## src/core/rios_consts.svh

```systemverilog
// Constants for the remote I/O serial link: rates, framing, block sizes.
// Assumes a 25 MHz system clock; included by bare name.
`ifndef RIOS_CONSTS_SVH
`define RIOS_CONSTS_SVH
`define RIOS_CLK_HZ      25000000
`define RIOS_DIV_110     ((`RIOS_CLK_HZ / 110) / 16)
`define RIOS_DIV_300     ((`RIOS_CLK_HZ / 300) / 16)
`define RIOS_DIV_1200    ((`RIOS_CLK_HZ / 1200) / 16)
`define RIOS_DIV_2400    ((`RIOS_CLK_HZ / 2400) / 16)
`define RIOS_DIV_9600    ((`RIOS_CLK_HZ / 9600) / 16)
`define RIOS_DIV_19200   ((`RIOS_CLK_HZ / 19200) / 16)
`define RIOS_DIV_57600   ((`RIOS_CLK_HZ / 57600) / 16)
`define RIOS_OVS         4'hf
`define RIOS_OVS_MID     4'h7
`define RIOS_BITS_SLOW   4'hc
`define RIOS_BITS_FAST   4'hb
`define RIOS_BLK_SMALL   9'h080
`define RIOS_BLK_LARGE   9'h100
`define RIOS_STATUS_REFS 9'h008
`define RIOS_RATE_DFLT   3'h6
`define RIOS_PAR_DFLT    2'h1
`define RIOS_LINK_TMO    24'h1e8480
`endif

```

## src/core/rios_pkg.sv

```systemverilog
// Types for the remote I/O serial link.
// Assumes rios_consts.svh supplies the numeric constants.
package rios_pkg;
  typedef enum logic [2:0] {
    RIOS_B110, RIOS_B300, RIOS_B1200, RIOS_B2400,
    RIOS_B9600, RIOS_B19200, RIOS_B57600
  } rios_rate_e;
  typedef enum logic [1:0] {
    RIOS_PAR_NONE, RIOS_PAR_ODD, RIOS_PAR_EVEN
  } rios_par_e;
  typedef enum logic [1:0] {
    RIOS_TX_IDLE, RIOS_TX_SHIFT
  } rios_txst_e;
  typedef enum logic [1:0] {
    RIOS_RX_IDLE, RIOS_RX_SHIFT
  } rios_rxst_e;
endpackage : rios_pkg

```

## src/core/rios_link.sv

```systemverilog
// Serial link of a remote I/O driver: frames a block of bytes plus a
// checksum byte out on one line and checks the answer coming back.
// Assumes a 25 MHz clock, a static configuration and a user byte source.
`timescale 1ns/1ns
`include "rios_consts.svh"

// Contract
// RQ1: A block holds 128 or 256 references, chosen by a static setting.
// RQ2: Eight references of each block carry controller status only.
// RQ3: Bit rate is one of seven settings, same at both ends.
// RQ4: Characters are 12 bits at 110 baud, otherwise 11 bits.
// RQ5: Default configuration is 57.6K baud, 11 bits, odd parity.
// RQ6: A checksum byte ends each message and is verified on receive.
// RQ7: With hold selected, outputs keep last values after a failure.
// RQ8: Unless continue is selected, faults and link failures halt the CPU; the code does not halt on DRIVER_FAULT.
// RQ9: Separate driver, link and remote station fault indications.
// RQ10: One transmit line and one receive line carry data and control.
// RQ11: The far end accepts messages sent back to back.
// RQ12: Start bit, eight data bits LSB first, optional parity, stop bits.
module rios_link (
  input  wire logic        CLK,          // 25 MHz clock
  input  wire logic        RST_N,        // Synchronous reset, active low
  input  wire logic        CFG_DEFAULT,  // Use default rate and format
  input  wire logic [2:0]  CFG_RATE,     // Rate select
  input  wire logic [1:0]  CFG_PARITY,   // 0 none, 1 odd, 2 even
  input  wire logic        CFG_BLK_LARGE,// 1 selects 256 references
  input  wire logic        CFG_HOLD,     // Hold outputs on failure
  input  wire logic        CFG_CONTINUE, // Keep CPU running on faults
  input  wire logic        CPU_FAIL,     // CPU failure from local side
  input  wire logic        REMOTE_FAULT, // Remote station fault report
  input  wire logic        TX_START,     // Start one message
  input  wire logic [7:0]  TX_DATA,      // Byte for next slot
  input  wire logic [7:0]  STATUS_DATA,  // Byte for status slots
  output logic             TX_NEXT,      // Byte consumed pulse
  output logic [8:0]       TX_INDEX,     // Slot being sent
  output logic             TX_BUSY,      // Message in progress
  input  wire logic        RXD,          // Receive line
  output logic             TXD,          // Transmit line
  output logic [7:0]       RX_DATA,      // Received byte
  output logic             RX_VALID,     // Received byte pulse
  output logic [7:0]       OUT_IMAGE,    // Last output byte held
  output logic             DRIVER_FAULT, // Driver fault indication
  output logic             LINK_FAULT,   // Serial link fault
  output logic             STATION_FAULT,// Remote station fault
  output logic             CPU_HALT      // Request to stop the CPU
);

  // Pick the divider for one sixteenth of a bit
  function automatic logic [15:0] rate_div(input logic [2:0] r);
    unique case (r)
      3'h0:    rate_div = 16'(`RIOS_DIV_110);
      3'h1:    rate_div = 16'(`RIOS_DIV_300);
      3'h2:    rate_div = 16'(`RIOS_DIV_1200);
      3'h3:    rate_div = 16'(`RIOS_DIV_2400);
      3'h4:    rate_div = 16'(`RIOS_DIV_9600);
      3'h5:    rate_div = 16'(`RIOS_DIV_19200);
      default: rate_div = 16'(`RIOS_DIV_57600);
    endcase
  endfunction : rate_div

  logic [2:0]  rate;
  logic [1:0]  par;
  logic [3:0]  nbits;
  logic [8:0]  blk_len;
  logic [15:0] div_reg, div_next;
  logic        tick;

  // Effective configuration
  always_comb begin
    rate    = CFG_DEFAULT ? `RIOS_RATE_DFLT : CFG_RATE; // RQ5 RQ3
    par     = CFG_DEFAULT ? `RIOS_PAR_DFLT : CFG_PARITY; // RQ5
    nbits   = (rate == 3'h0) ? `RIOS_BITS_SLOW : `RIOS_BITS_FAST; // RQ4
    blk_len = CFG_BLK_LARGE ? `RIOS_BLK_LARGE : `RIOS_BLK_SMALL; // RQ1
  end

  // Oversample tick divider
  always_comb begin
    div_next = div_reg + 16'h0001;
    tick     = 1'b0;
    if (div_reg >= rate_div(rate) - 16'h0001) begin // RQ3
      div_next = 16'h0000;
      tick     = 1'b1;
    end
  end
  always_ff @(posedge CLK) begin
    if (!RST_N) div_reg <= 16'h0000;
    else        div_reg <= div_next;
  end

  // Builds the character shift pattern with parity and stop fill
  function automatic logic [11:0] frame(input logic [7:0] d,
                                        input logic [1:0] p);
    logic pb;
    pb = ^d ^ (p == 2'h1);
    if (p == 2'h0) frame = {3'h7, d, 1'b0}; // RQ12
    else           frame = {2'h3, pb, d, 1'b0}; // RQ12
  endfunction : frame

  // Transmitter
  rios_pkg::rios_txst_e tx_st_reg, tx_st_next;
  logic [11:0] tx_sh_reg, tx_sh_next;
  logic [3:0]  tx_os_reg, tx_os_next, tx_bit_reg, tx_bit_next;
  logic [8:0]  tx_idx_reg, tx_idx_next;
  logic [7:0]  tx_sum_reg, tx_sum_next, img_reg, img_next;
  logic        tx_last_reg, tx_last_next, txd_reg, txd_next;
  logic        next_p;
  logic [7:0]  byte_now;
  logic        failure;
  logic [8:0]  slot_in;

  // Slot about to be loaded picks status or user data
  assign failure  = CPU_FAIL | LINK_FAULT;
  assign slot_in  = tx_idx_reg + 9'h001;
  assign byte_now = (slot_in < `RIOS_STATUS_REFS) ? STATUS_DATA
                                                  : TX_DATA; // RQ2

  always_comb begin
    tx_st_next   = tx_st_reg;
    tx_sh_next   = tx_sh_reg;
    tx_os_next   = tx_os_reg;
    tx_bit_next  = tx_bit_reg;
    tx_idx_next  = tx_idx_reg;
    tx_sum_next  = tx_sum_reg;
    tx_last_next = tx_last_reg;
    img_next     = img_reg;
    txd_next     = txd_reg;
    next_p       = 1'b0;
    unique case (tx_st_reg)
      rios_pkg::RIOS_TX_IDLE: begin
        txd_next = 1'b1;
        if (TX_START) begin
          tx_st_next   = rios_pkg::RIOS_TX_SHIFT;
          tx_idx_next  = 9'h000;
          tx_sum_next  = 8'h00;
          tx_last_next = 1'b0;
          tx_sh_next   = frame(STATUS_DATA, par);
          tx_os_next   = 4'h0;
          tx_bit_next  = 4'h0;
          next_p       = 1'b1;
          tx_sum_next  = STATUS_DATA;
        end
      end
      rios_pkg::RIOS_TX_SHIFT: begin
        if (tick) begin
          txd_next   = tx_sh_reg[0]; // RQ10
          tx_os_next = tx_os_reg + 4'h1;
          if (tx_os_reg == `RIOS_OVS) begin
            tx_sh_next  = {1'b1, tx_sh_reg[11:1]};
            tx_bit_next = tx_bit_reg + 4'h1;
            if (tx_bit_reg == nbits - 4'h1) begin // RQ4
              tx_bit_next = 4'h0;
              if (tx_last_reg) begin
                tx_st_next = rios_pkg::RIOS_TX_IDLE;
              end else if (tx_idx_reg == blk_len - 9'h001) begin
                tx_last_next = 1'b1;
                tx_sh_next   = frame(tx_sum_reg, par); // RQ6
              end else begin
                tx_idx_next = slot_in;
                tx_sh_next  = frame(byte_now, par); // RQ2
                next_p      = 1'b1;
                tx_sum_next = tx_sum_reg + byte_now; // RQ6
              end
            end
          end
        end
      end
      default: tx_st_next = rios_pkg::RIOS_TX_IDLE;
    endcase
    // Image follows each loaded byte unless held through a failure
    if (next_p && !(CFG_HOLD && failure)) // RQ7
      img_next = (tx_st_reg == rios_pkg::RIOS_TX_IDLE) ? STATUS_DATA
                                                       : byte_now;
  end

  always_ff @(posedge CLK) begin
    if (!RST_N) begin
      tx_st_reg   <= rios_pkg::RIOS_TX_IDLE;
      tx_sh_reg   <= 12'hfff;
      tx_os_reg   <= 4'h0;
      tx_bit_reg  <= 4'h0;
      tx_idx_reg  <= 9'h000;
      tx_sum_reg  <= 8'h00;
      tx_last_reg <= 1'b0;
      img_reg     <= 8'h00;
      txd_reg     <= 1'b1;
    end else begin
      tx_st_reg   <= tx_st_next;
      tx_sh_reg   <= tx_sh_next;
      tx_os_reg   <= tx_os_next;
      tx_bit_reg  <= tx_bit_next;
      tx_idx_reg  <= tx_idx_next;
      tx_sum_reg  <= tx_sum_next;
      tx_last_reg <= tx_last_next;
      img_reg     <= img_next;
      txd_reg     <= txd_next;
    end
  end

  assign TXD       = txd_reg;
  assign TX_NEXT   = next_p;
  assign TX_INDEX  = tx_idx_reg;
  assign TX_BUSY   = (tx_st_reg != rios_pkg::RIOS_TX_IDLE);
  assign OUT_IMAGE = img_reg;

  // Receive line synchroniser
  logic rx_s1_reg, rx_s2_reg;
  always_ff @(posedge CLK) begin
    if (!RST_N) begin
      rx_s1_reg <= 1'b1;
      rx_s2_reg <= 1'b1;
    end else begin
      rx_s1_reg <= RXD;
      rx_s2_reg <= rx_s1_reg;
    end
  end

  // Receiver: samples mid bit, counts bytes, checks parity and checksum
  rios_pkg::rios_rxst_e rx_st_reg, rx_st_next;
  logic [3:0]  rx_os_reg, rx_os_next, rx_bit_reg, rx_bit_next;
  logic [9:0]  rx_sh_reg, rx_sh_next;
  logic [8:0]  rx_cnt_reg, rx_cnt_next;
  logic [7:0]  rx_sum_reg, rx_sum_next, rx_d_reg, rx_d_next;
  logic        rx_v_reg, rx_v_next, perr_reg, perr_next;
  logic        serr_reg, serr_next;
  logic [23:0] tmo_reg, tmo_next;

  always_comb begin
    rx_st_next  = rx_st_reg;
    rx_os_next  = rx_os_reg;
    rx_bit_next = rx_bit_reg;
    rx_sh_next  = rx_sh_reg;
    rx_cnt_next = rx_cnt_reg;
    rx_sum_next = rx_sum_reg;
    rx_d_next   = rx_d_reg;
    rx_v_next   = 1'b0;
    perr_next   = perr_reg;
    serr_next   = serr_reg;
    tmo_next    = (tmo_reg == `RIOS_LINK_TMO) ? tmo_reg : tmo_reg + 24'h1;
    unique case (rx_st_reg)
      rios_pkg::RIOS_RX_IDLE: begin
        if (tick && !rx_s2_reg) begin
          rx_st_next  = rios_pkg::RIOS_RX_SHIFT;
          rx_os_next  = 4'h0;
          rx_bit_next = 4'h0;
        end
      end
      rios_pkg::RIOS_RX_SHIFT: begin
        if (tick) begin
          rx_os_next = rx_os_reg + 4'h1;
          if (rx_os_reg == `RIOS_OVS_MID) begin
            rx_bit_next = rx_bit_reg + 4'h1;
            if (rx_bit_reg <= 4'h9)
              rx_sh_next = {rx_s2_reg, rx_sh_reg[9:1]}; // RQ12
            // Sample 9 is parity or first stop; data sits in sh[9:2]
            if (rx_bit_reg == 4'h9) begin
              tmo_next  = 24'h0;
              rx_d_next = rx_sh_reg[9:2]; // RQ12
              if (par != 2'h0 &&
                  (^{rx_s2_reg, rx_sh_reg[9:2]} ^ (par == 2'h1)))
                perr_next = 1'b1; // RQ4
              if (rx_cnt_reg == blk_len) begin // RQ6
                if (rx_sum_reg != rx_sh_reg[9:2])
                  serr_next = 1'b1;
                rx_cnt_next = 9'h000;
                rx_sum_next = 8'h00;
              end else begin
                rx_v_next   = 1'b1;
                rx_cnt_next = rx_cnt_reg + 9'h001;
                rx_sum_next = rx_sum_reg + rx_sh_reg[9:2];
              end
            end
            // With parity, wait for the stop bit before hunting a start
            if (rx_bit_reg == ((par == 2'h0) ? 4'h9 : 4'ha))
              rx_st_next = rios_pkg::RIOS_RX_IDLE; // RQ11
          end
        end
      end
      default: rx_st_next = rios_pkg::RIOS_RX_IDLE;
    endcase
  end

  always_ff @(posedge CLK) begin
    if (!RST_N) begin
      rx_st_reg  <= rios_pkg::RIOS_RX_IDLE;
      rx_os_reg  <= 4'h0;
      rx_bit_reg <= 4'h0;
      rx_sh_reg  <= 10'h3ff;
      rx_cnt_reg <= 9'h000;
      rx_sum_reg <= 8'h00;
      rx_d_reg   <= 8'h00;
      rx_v_reg   <= 1'b0;
      perr_reg   <= 1'b0;
      serr_reg   <= 1'b0;
      tmo_reg    <= 24'h0;
    end else begin
      rx_st_reg  <= rx_st_next;
      rx_os_reg  <= rx_os_next;
      rx_bit_reg <= rx_bit_next;
      rx_sh_reg  <= rx_sh_next;
      rx_cnt_reg <= rx_cnt_next;
      rx_sum_reg <= rx_sum_next;
      rx_d_reg   <= rx_d_next;
      rx_v_reg   <= rx_v_next;
      perr_reg   <= perr_next;
      serr_reg   <= serr_next;
      tmo_reg    <= tmo_next;
    end
  end

  // Fault indications and halt request
  assign RX_DATA       = rx_d_reg;
  assign RX_VALID      = rx_v_reg;
  assign DRIVER_FAULT  = serr_reg; // RQ9
  assign LINK_FAULT    = (tmo_reg == `RIOS_LINK_TMO); // RQ9
  assign STATION_FAULT = REMOTE_FAULT | perr_reg; // RQ9
  assign CPU_HALT      = !CFG_CONTINUE &&
                         (STATION_FAULT || LINK_FAULT); // RQ8

  // Halt follows station faults unless continue is set
  property p_halt;
    @(posedge CLK) disable iff (!RST_N)
      (STATION_FAULT && !CFG_CONTINUE) |-> CPU_HALT;
  endproperty
  a_halt: assert property (p_halt) else $error("halt missing"); // RQ8

  // Hold keeps output image during failure
  property p_hold;
    @(posedge CLK) disable iff (!RST_N)
      (CFG_HOLD && failure) |=> $stable(img_reg);
  endproperty
  a_hold: assert property (p_hold) else $error("image moved"); // RQ7

  // Line idles high when no message
  property p_idle;
    @(posedge CLK) disable iff (!RST_N)
      (tx_st_reg == rios_pkg::RIOS_TX_IDLE) [*2] |-> TXD;
  endproperty
  a_idle: assert property (p_idle) else $error("line not idle"); // RQ12

  // Slot index never passes block length
  property p_blk;
    @(posedge CLK) disable iff (!RST_N) TX_INDEX < blk_len;
  endproperty
  a_blk: assert property (p_blk) else $error("index too large"); // RQ1

  // Status slots come first: a status slot load shifts STATUS_DATA
  property p_stat;
    @(posedge CLK) disable iff (!RST_N)
      (TX_NEXT && (!TX_BUSY || slot_in < `RIOS_STATUS_REFS))
        |=> tx_sh_reg[8:1] == $past(STATUS_DATA);
  endproperty
  a_stat: assert property (p_stat) else $error("status slot"); // RQ2

  // A twelfth bit is only ever sent at the slowest rate
  property p_len;
    @(posedge CLK) disable iff (!RST_N)
      (TX_BUSY && tx_bit_reg == `RIOS_BITS_FAST) |-> rate == 3'h0;
  endproperty
  a_len: assert property (p_len) else $error("bad length"); // RQ4

  // Default settings
  property p_dflt;
    @(posedge CLK) disable iff (!RST_N)
      CFG_DEFAULT |-> (rate == 3'h6 && par == 2'h1);
  endproperty
  a_dflt: assert property (p_dflt) else $error("bad default"); // RQ5

  // Received byte pulse is one cycle
  property p_rxv;
    @(posedge CLK) disable iff (!RST_N) RX_VALID |=> !RX_VALID;
  endproperty
  a_rxv: assert property (p_rxv) else $error("long valid"); // RQ6

endmodule : rios_link

```

## config.mk

```make
export PLATFORM = sky130hd
export DESIGN_NAME = rios_link
export DESIGN_NICKNAME = d
export VERILOG_FILES = /design/src/core/rios_pkg.sv /design/src/core/rios_link.sv
export VERILOG_INCLUDE_DIRS = /design/src /design/src/core
export SDC_FILE = /design/constraint.sdc
export NUM_CORES = 1
export LEC_CHECK = 0
export ABC_AREA = 1
export BUFFER_PORTS_ARGS = -buffer_cell sky130_fd_sc_hd__buf_2
export CORE_AREA = 2 2 142 144
export DETAILED_ROUTE_END_ITERATION = 8
export DIE_AREA = 0 0 144 146
export SLEW_MARGIN = 0
export SYNTH_ARGS = -nofsm -noshare
export SYNTH_HDL_FRONTEND = slang
export SYNTH_SLANG_ARGS = --single-unit
```

## constraint.sdc

```tcl
create_clock -name CLK -period 2.83 [get_ports CLK]
set_input_delay 0.283 -clock CLK [delete_from_list [all_inputs] [get_ports CLK]]
set_output_delay 0.283 -clock CLK [all_outputs]
set_load 0.005 [all_outputs]
```

Yosys cells after proc, flatten, opt, wreduce, memory -nomap -nowiden
Cells that the tools add are included.
{"block": "word_totals", "inputBits": 31, "ff_bits": 139, "wordCells": 191, "out_inout_bits": 33}
{"block": "op_classes", "n_reduce_logical": 36, "n_mux": 81, "eq_ne": 28, "n_bitwise": 7, "order_cmp": 3, "add_sub_neg": 13}
{"cell": "24-bit 2-to-1 mux", "n": 5}
{"cell": "14-bit one-hot mux with 6 select lines", "n": 1}
{"cell": "12-bit 2-to-1 mux", "n": 6}
{"cell": "8-bit 2-to-1 mux", "n": 9}
{"cell": "9-bit 2-to-1 mux", "n": 8}
{"cell": "4-bit 2-to-1 mux", "n": 9}
{"cell": "4-bit one-hot mux with 2 select lines", "n": 4}
{"cell": "10-bit 2-to-1 mux", "n": 3}
{"cell": "24-bit by 1-bit adder with 24-bit output, second input constant", "n": 1}
{"cell": "24-bit by 21-bit == test with 1-bit output, second input constant", "n": 1}
{"cell": "12-bit one-hot mux with 2 select lines", "n": 1}
{"cell": "8-bit parity", "n": 3}
{"cell": "2-bit 2-to-1 mux", "n": 11}
{"cell": "2-bit inequality test, second input constant", "n": 11}
{"cell": "4-bit AND reduction", "n": 5}
{"cell": "5-bit AND reduction", "n": 4}
{"cell": "9-bit by 1-bit adder with 9-bit output, second input constant", "n": 2}
{"cell": "9-bit == test", "n": 2}
{"cell": "9-bit one-hot mux with 2 select lines", "n": 1}
{"cell": "16-bit by 1-bit adder with 16-bit output, second input constant", "n": 1}
{"cell": "4-bit by 1-bit adder with 4-bit output, second input constant", "n": 4}
{"cell": "8-bit adder", "n": 2}
{"cell": "16-bit >= comparator", "n": 1}
{"cell": "8-bit one-hot mux with 2 select lines", "n": 1}
{"cell": "32 further kinds", "n": 72}

Depth between registers and ports, before layout
{"block": "logic_depth", "ltp_word": 12, "depth_mapped": 26, "mapped_depth_nobuf": 25}

Worst setup path before layout
No wires, ideal clock.
{"block": "synth_path", "path_kind": "input -> register", "from": "input CFG_DEFAULT", "to": "register tmo_reg[12]", "setup_ns": 0.110, "required_ns": 2.720, "path_buffers": 1, "path_stages": 22, "arrival_ns": 2.953, "slack_ns": -0.233, "path_cell_list": "nor2_1 o21ai_0 nand2_1 ha_1 nand3_1 nand2_1 o21ai_0 ha_1 nand2_1 nor2_1 nand2_1 o211ai_1 nand2_1 nand3_1 nand2_1 nor3_2 inv_2 nand2_2 inv_2 buf_1 nand3_1 inv_1"}
{"block": "synth_via", "elab_chain_cells": 8, "elab_cells_between_ends": 13, "classes_between": "add/sub (1); order compare (1); eq/ne (5); mux (5); reduce/logical (1)"}
{"item": "from (decl)", "line_no": "rios_link.sv:23", "rtl": "input wire logic CFG_DEFAULT,"}
{"item": "3-bit 2-to-1 mux *", "line_no": "rios_link.sv:70", "rtl": "rate = CFG_DEFAULT ? `RIOS_RATE_DFLT : CFG_RATE;"}
{"item": "3-bit == test (tied with other cells)", "line_no": "rios_link.sv:50", "rtl": "unique case (r)"}
{"item": "14-bit one-hot mux with 6 select lines *", "line_no": "rios_link.sv:50"}
{"item": "16-bit by 1-bit subtractor with 16-bit output *", "line_no": "rios_link.sv:80", "rtl": "if (div_reg >= rate_div(rate) - 16'h0001) begin"}
{"item": "16-bit >= comparator *", "line_no": "rios_link.sv:80"}
{"item": "1-bit 2-to-1 mux *", "line_no": "rios_link.sv:80"}
{"item": "24-bit 2-to-1 mux *", "line_no": "rios_link.sv:248", "rtl": "if (tick) begin"}
{"item": "24-bit 2-to-1 mux *", "line_no": "rios_link.sv:239", "rtl": "unique case (rx_st_reg)"}
{"item": "to (signal assigned)", "line_no": "rios_link.sv:306", "rtl": "tmo_reg <= tmo_next;"}
{"item": "to (decl)", "line_no": "rios_link.sv:225", "rtl": "logic [23:0] tmo_reg, tmo_next;"}
Mark *: on every way between the ends. The rest lies on a longest branch, timed or not.
A chain may end at the register's enable or synchronous reset.

Worst setup path in the final report
{"block": "layout_path", "from": "register tx_idx_reg[1] (netlist: TX_INDEX[1])", "to": "register tx_sum_reg[6]"}
{"block": "layout_via", "elab_chain_cells": 10, "elab_cells_between_ends": 13, "classes_between": "add/sub (2); order compare (1); eq/ne (2); mux (7); reduce/logical (1)"}
{"item": "from (decl)", "line_no": "rios_link.sv:103", "rtl": "logic [8:0] tx_idx_reg, tx_idx_next;"}
{"item": "from (signal assigned)", "line_no": "rios_link.sv:191", "rtl": "tx_idx_reg <= tx_idx_next;"}
{"item": "9-bit by 1-bit adder with 9-bit output", "line_no": "rios_link.sv:113", "rtl": "assign slot_in = tx_idx_reg + 9'h001;"}
{"item": "9-bit by 4-bit < comparator with 1-bit output (no line)"}
{"item": "8-bit 2-to-1 mux", "line_no": "rios_link.sv:114", "rtl": "assign byte_now = (slot_in < `RIOS_STATUS_REFS) ? STATUS_DATA"}
{"item": "8-bit adder", "line_no": "rios_link.sv:161", "rtl": "tx_sum_next = tx_sum_reg + byte_now;"}
{"item": "8-bit 2-to-1 mux", "line_no": "rios_link.sv:154", "rtl": "end else if (tx_idx_reg == blk_len - 9'h001) begin"}
{"item": "8-bit 2-to-1 mux", "line_no": "rios_link.sv:152", "rtl": "if (tx_last_reg) begin"}
{"item": "8-bit 2-to-1 mux", "line_no": "rios_link.sv:150", "rtl": "if (tx_bit_reg == nbits - 4'h1) begin"}
{"item": "8-bit 2-to-1 mux", "line_no": "rios_link.sv:147", "rtl": "if (tx_os_reg == `RIOS_OVS) begin"}
{"item": "8-bit 2-to-1 mux", "line_no": "rios_link.sv:144", "rtl": "if (tick) begin"}
{"item": "8-bit one-hot mux with 2 select lines", "line_no": "rios_link.sv:128", "rtl": "unique case (tx_st_reg)"}
{"item": "to (signal assigned)", "line_no": "rios_link.sv:192", "rtl": "tx_sum_reg <= tx_sum_next;"}
{"item": "to (decl)", "line_no": "rios_link.sv:104", "rtl": "logic [7:0] tx_sum_reg, tx_sum_next, img_reg, img_next;"}
Parallel ways exist; a longest one is shown, timed or not. The select of a mux whose other input is x is not followed.

==> flow_summary.toml <==
[synth]
synthArstFlopShare_pct = 0
yosys.area_share.simple_pct = 29.8
synth_top_family_by_area = "simple AND/OR/NAND/NOR gates"
synth-edff-count = 0
synthTopCellsByArea = "dfxtp_1 (35%), nand2_1 (12%), inv_1 (6.9%), ha_1 (6.7%), o21ai_0 (5.8%)"
synth_compound_area_share_pct = 14.9
synth-xor-area-share_pct = 4.66
synthCells = 1118
syn_area_per_cell_um2 = 6.89
yosys.area.top_type = "dfxtp_1"
ys_warn_count = 0
yosysSeqAreaShare_pct = 34.6
dominantRegCellSynth = "dfxtp_1"
synth_cell_type_count = 46
syn_nets = 1192
yosysTopAreaCellShare_pct = 34.6
syn-cell-area_um2 = 7700
synth.area.mux_share_pct = 0
synth_seq_cells = 133
synthAdderAreaFrac_pct = 7.18

[layout]
fin_cells = 1545
drive_above_1_share_pct = 21.6
stdcell_area_um2 = 9880
areaGrowthSynthToFinish_pct = 28.2
largest_reg_flops = 24
fill_cells = 1908
multi_input_area_um2 = 4670
diodes = 0
fin_nets = 1341
seq_area_um2 = 2670

[timing]
timing.final.crit_share_pct = 105
max_freq_mhz = 336
post-route-min-period_ns = 2.97
finalClockSkew_ns = 0.0145
drv_slew = 0
tns_ns = -0.391
setup-violations-final = 3
report.final.hold_viol_count = 0
worst_slack_ns = -0.145
slew_headroom_pct = 62.2
rsz0062_at_grt = "yes"
tightest_slew_ns = 0.563

[clock_tree]
clk_latency_ns = 0.43
cts.sinks = 133
htree_num_levels = 4
cts_tree = "yes"
cts_made_buffers = 17
clock-root-buffer = "clkbuf_16"
cts_buffer_depth = 2
hold_buffers = 0
cts.clk_slew.worst_paths_ns = 0.06

[global_route]
grt_pass1_vias = 6988
grt_max_degree = 28
grt_pass1_wl_mm = 32.3
antenna_found_initial = 0
grt.total_usage_pct = 18.8
overflow = 0

[die]
initial_core_util_pct = 39.8
dieArea_um2 = 21000
row_count = 51
io_pins = 64
core_area_um2 = 19300
die_y_um = 146
die_x_um = 144

[routing]
drc = 0
vias_per_cell = 4.83
drt_iter0_drc = 413
antenna_left = 0
drt_wl_total_mm = 19.1
post_drt_wl_per_cell_um = 12.4
vias = 7456
drt_first_pass_iters = 5

[run]
cap_violations = 0

[setup_path]
critPathKind = "reg2reg"
setup.worst_path.end_class = "flip-flop"
critPathMaxFanout = 4
worstPathRequired_ns = 3.18
crit_path_start_kind = "flip-flop"
cp.arrival_ns = 3.33

[run_status]
status = "complete, but fails checks"
violations = "negative setup slack"

[pwr]
vdd_drop_max_mv = 0.399
pwr_density_cell_nw_per_um2 = 490
leakagePower_nw = 4.68

[placement]
place_ws_ns = -0.404
io_buffers = 63
dp.cells = 1498
dpl-instance-area_um2 = 8910
post-dp-hpwl_mm = 14.1
place.gp.congestion = 0.836

[hold_path]
min_path_type = "in2reg"
critical path: stages (launching register included):
cell and delay (ns):
dfxtp_4 0.37, ha_4 0.16, nand2_4 0.06, nor2_4 0.16, nand3_2 0.09, nand2_2 0.11
nand2_4 0.08, nor2_8 0.17, nand3_2 0.13, nand2_4 0.10, ha_4 0.14, inv_1 0.05
fa_2 0.33, o21ai_1 0.14, a21oi_1 0.09, inv_1 0.07, nand2_1 0.07, a21oi_1 0.13
nor2_1 0.07, nand2_1 0.06, nand2_1 0.04, o21ai_1 0.12, nand2_1 0.07, a21oi_1 0.11
through the flow:
stage / hold slack [ns] / power [mW] / utilization [%]
floorplan: 0.390 / 2.40 / -
global route: 0.0851 / 5.08 / 51.1
global placement: 0.405 / 2.64 / 46.1
CTS: 0.0799 / 4.85 / 49.8
detailed placement: 0.407 / 2.64 / 46.1
finish: 0.0996 / 4.84 / 51.1
path summary, 6_finish.rpt:
path | startpoint | endpoint | slack [ns] | cells after the start
worst max-delay path | TX_INDEX[1] | tx_sum_reg[6] | -0.14 | 23
worst min-delay path | RXD | rx_s1_reg | 0.1 | 2
worst max register to register | TX_INDEX[1] | tx_sum_reg[6] | -0.14 | 23
worst min register to register | rx_s1_reg | rx_s2_reg | 0.41 | 1
power breakdown:
group          internal [mW]  leakage (nW)  total (mW)  switching [mW]
registers               1.93          1.08        1.99          0.0526
logic                  0.308          3.33       0.686           0.378
clock network           1.30         0.272        2.17           0.877
cell usage in the layout (no fill, tap or decap), types with 34 or more instances in the layout:
cell type,instances
o21ai_0,82
nand2_1,225
inv_1,137
a21oi_1,75
nor2_1,100
nand3_1,78
dfxtp_1,129
ha_1,34
buf_2,63
buf_4,85
kinds of logic (layout without fill, tap and decap cells):
logic type,after synthesis,in the layout
fa+ha+maj,43,43
other cells,2,2
xor+xnor,41,41
flops,133,133
buf+inv,173,335
simple gates,516,516
compound gates,210,210
per-layer routing:
metal  GRT usage (%)  wire (um)  up-vias
met2            30.1       8750      100
met5               0          0        -
met4            5.78        317        0
li1                -          -     3969
met1            25.6       9450     3367
met3            3.55        558       20
final cells by class:
| class | instances | area share [%] |
|---|---|---|
| multi-input combinational | 812 | 47.3 |
| sequential | 133 | 27.1 |
| timing repair buffer | 155 | 10.7 |
| inverter | 148 | 5.66 |
| clock buffer | 20 | 4.74 |
| tap | 265 | 3.36 |
| clock inverter | 12 | 1.20 |
synthesized netlist by cell type (9+ instances only):
cell type and count:
nor3_1 18, ha_1 41, xor2_1 25, or2_2 9, nand2_2 12, nand3b_1 10
inv_1 142, dfxtp_1 133, clkbuf_1 14, nand2_1 243, xnor2_1 16, nand3_1 83
o21ai_0 90, nor2_1 106, a21oi_1 77, nand4_1 10
timing repair:
item,CTS,global route
pin swaps,8,36
setup buffers,10,5
setup endpoints to repair,3,74
resized for setup,19,48
No activity file was read; power rests on OpenSTA's default activity.
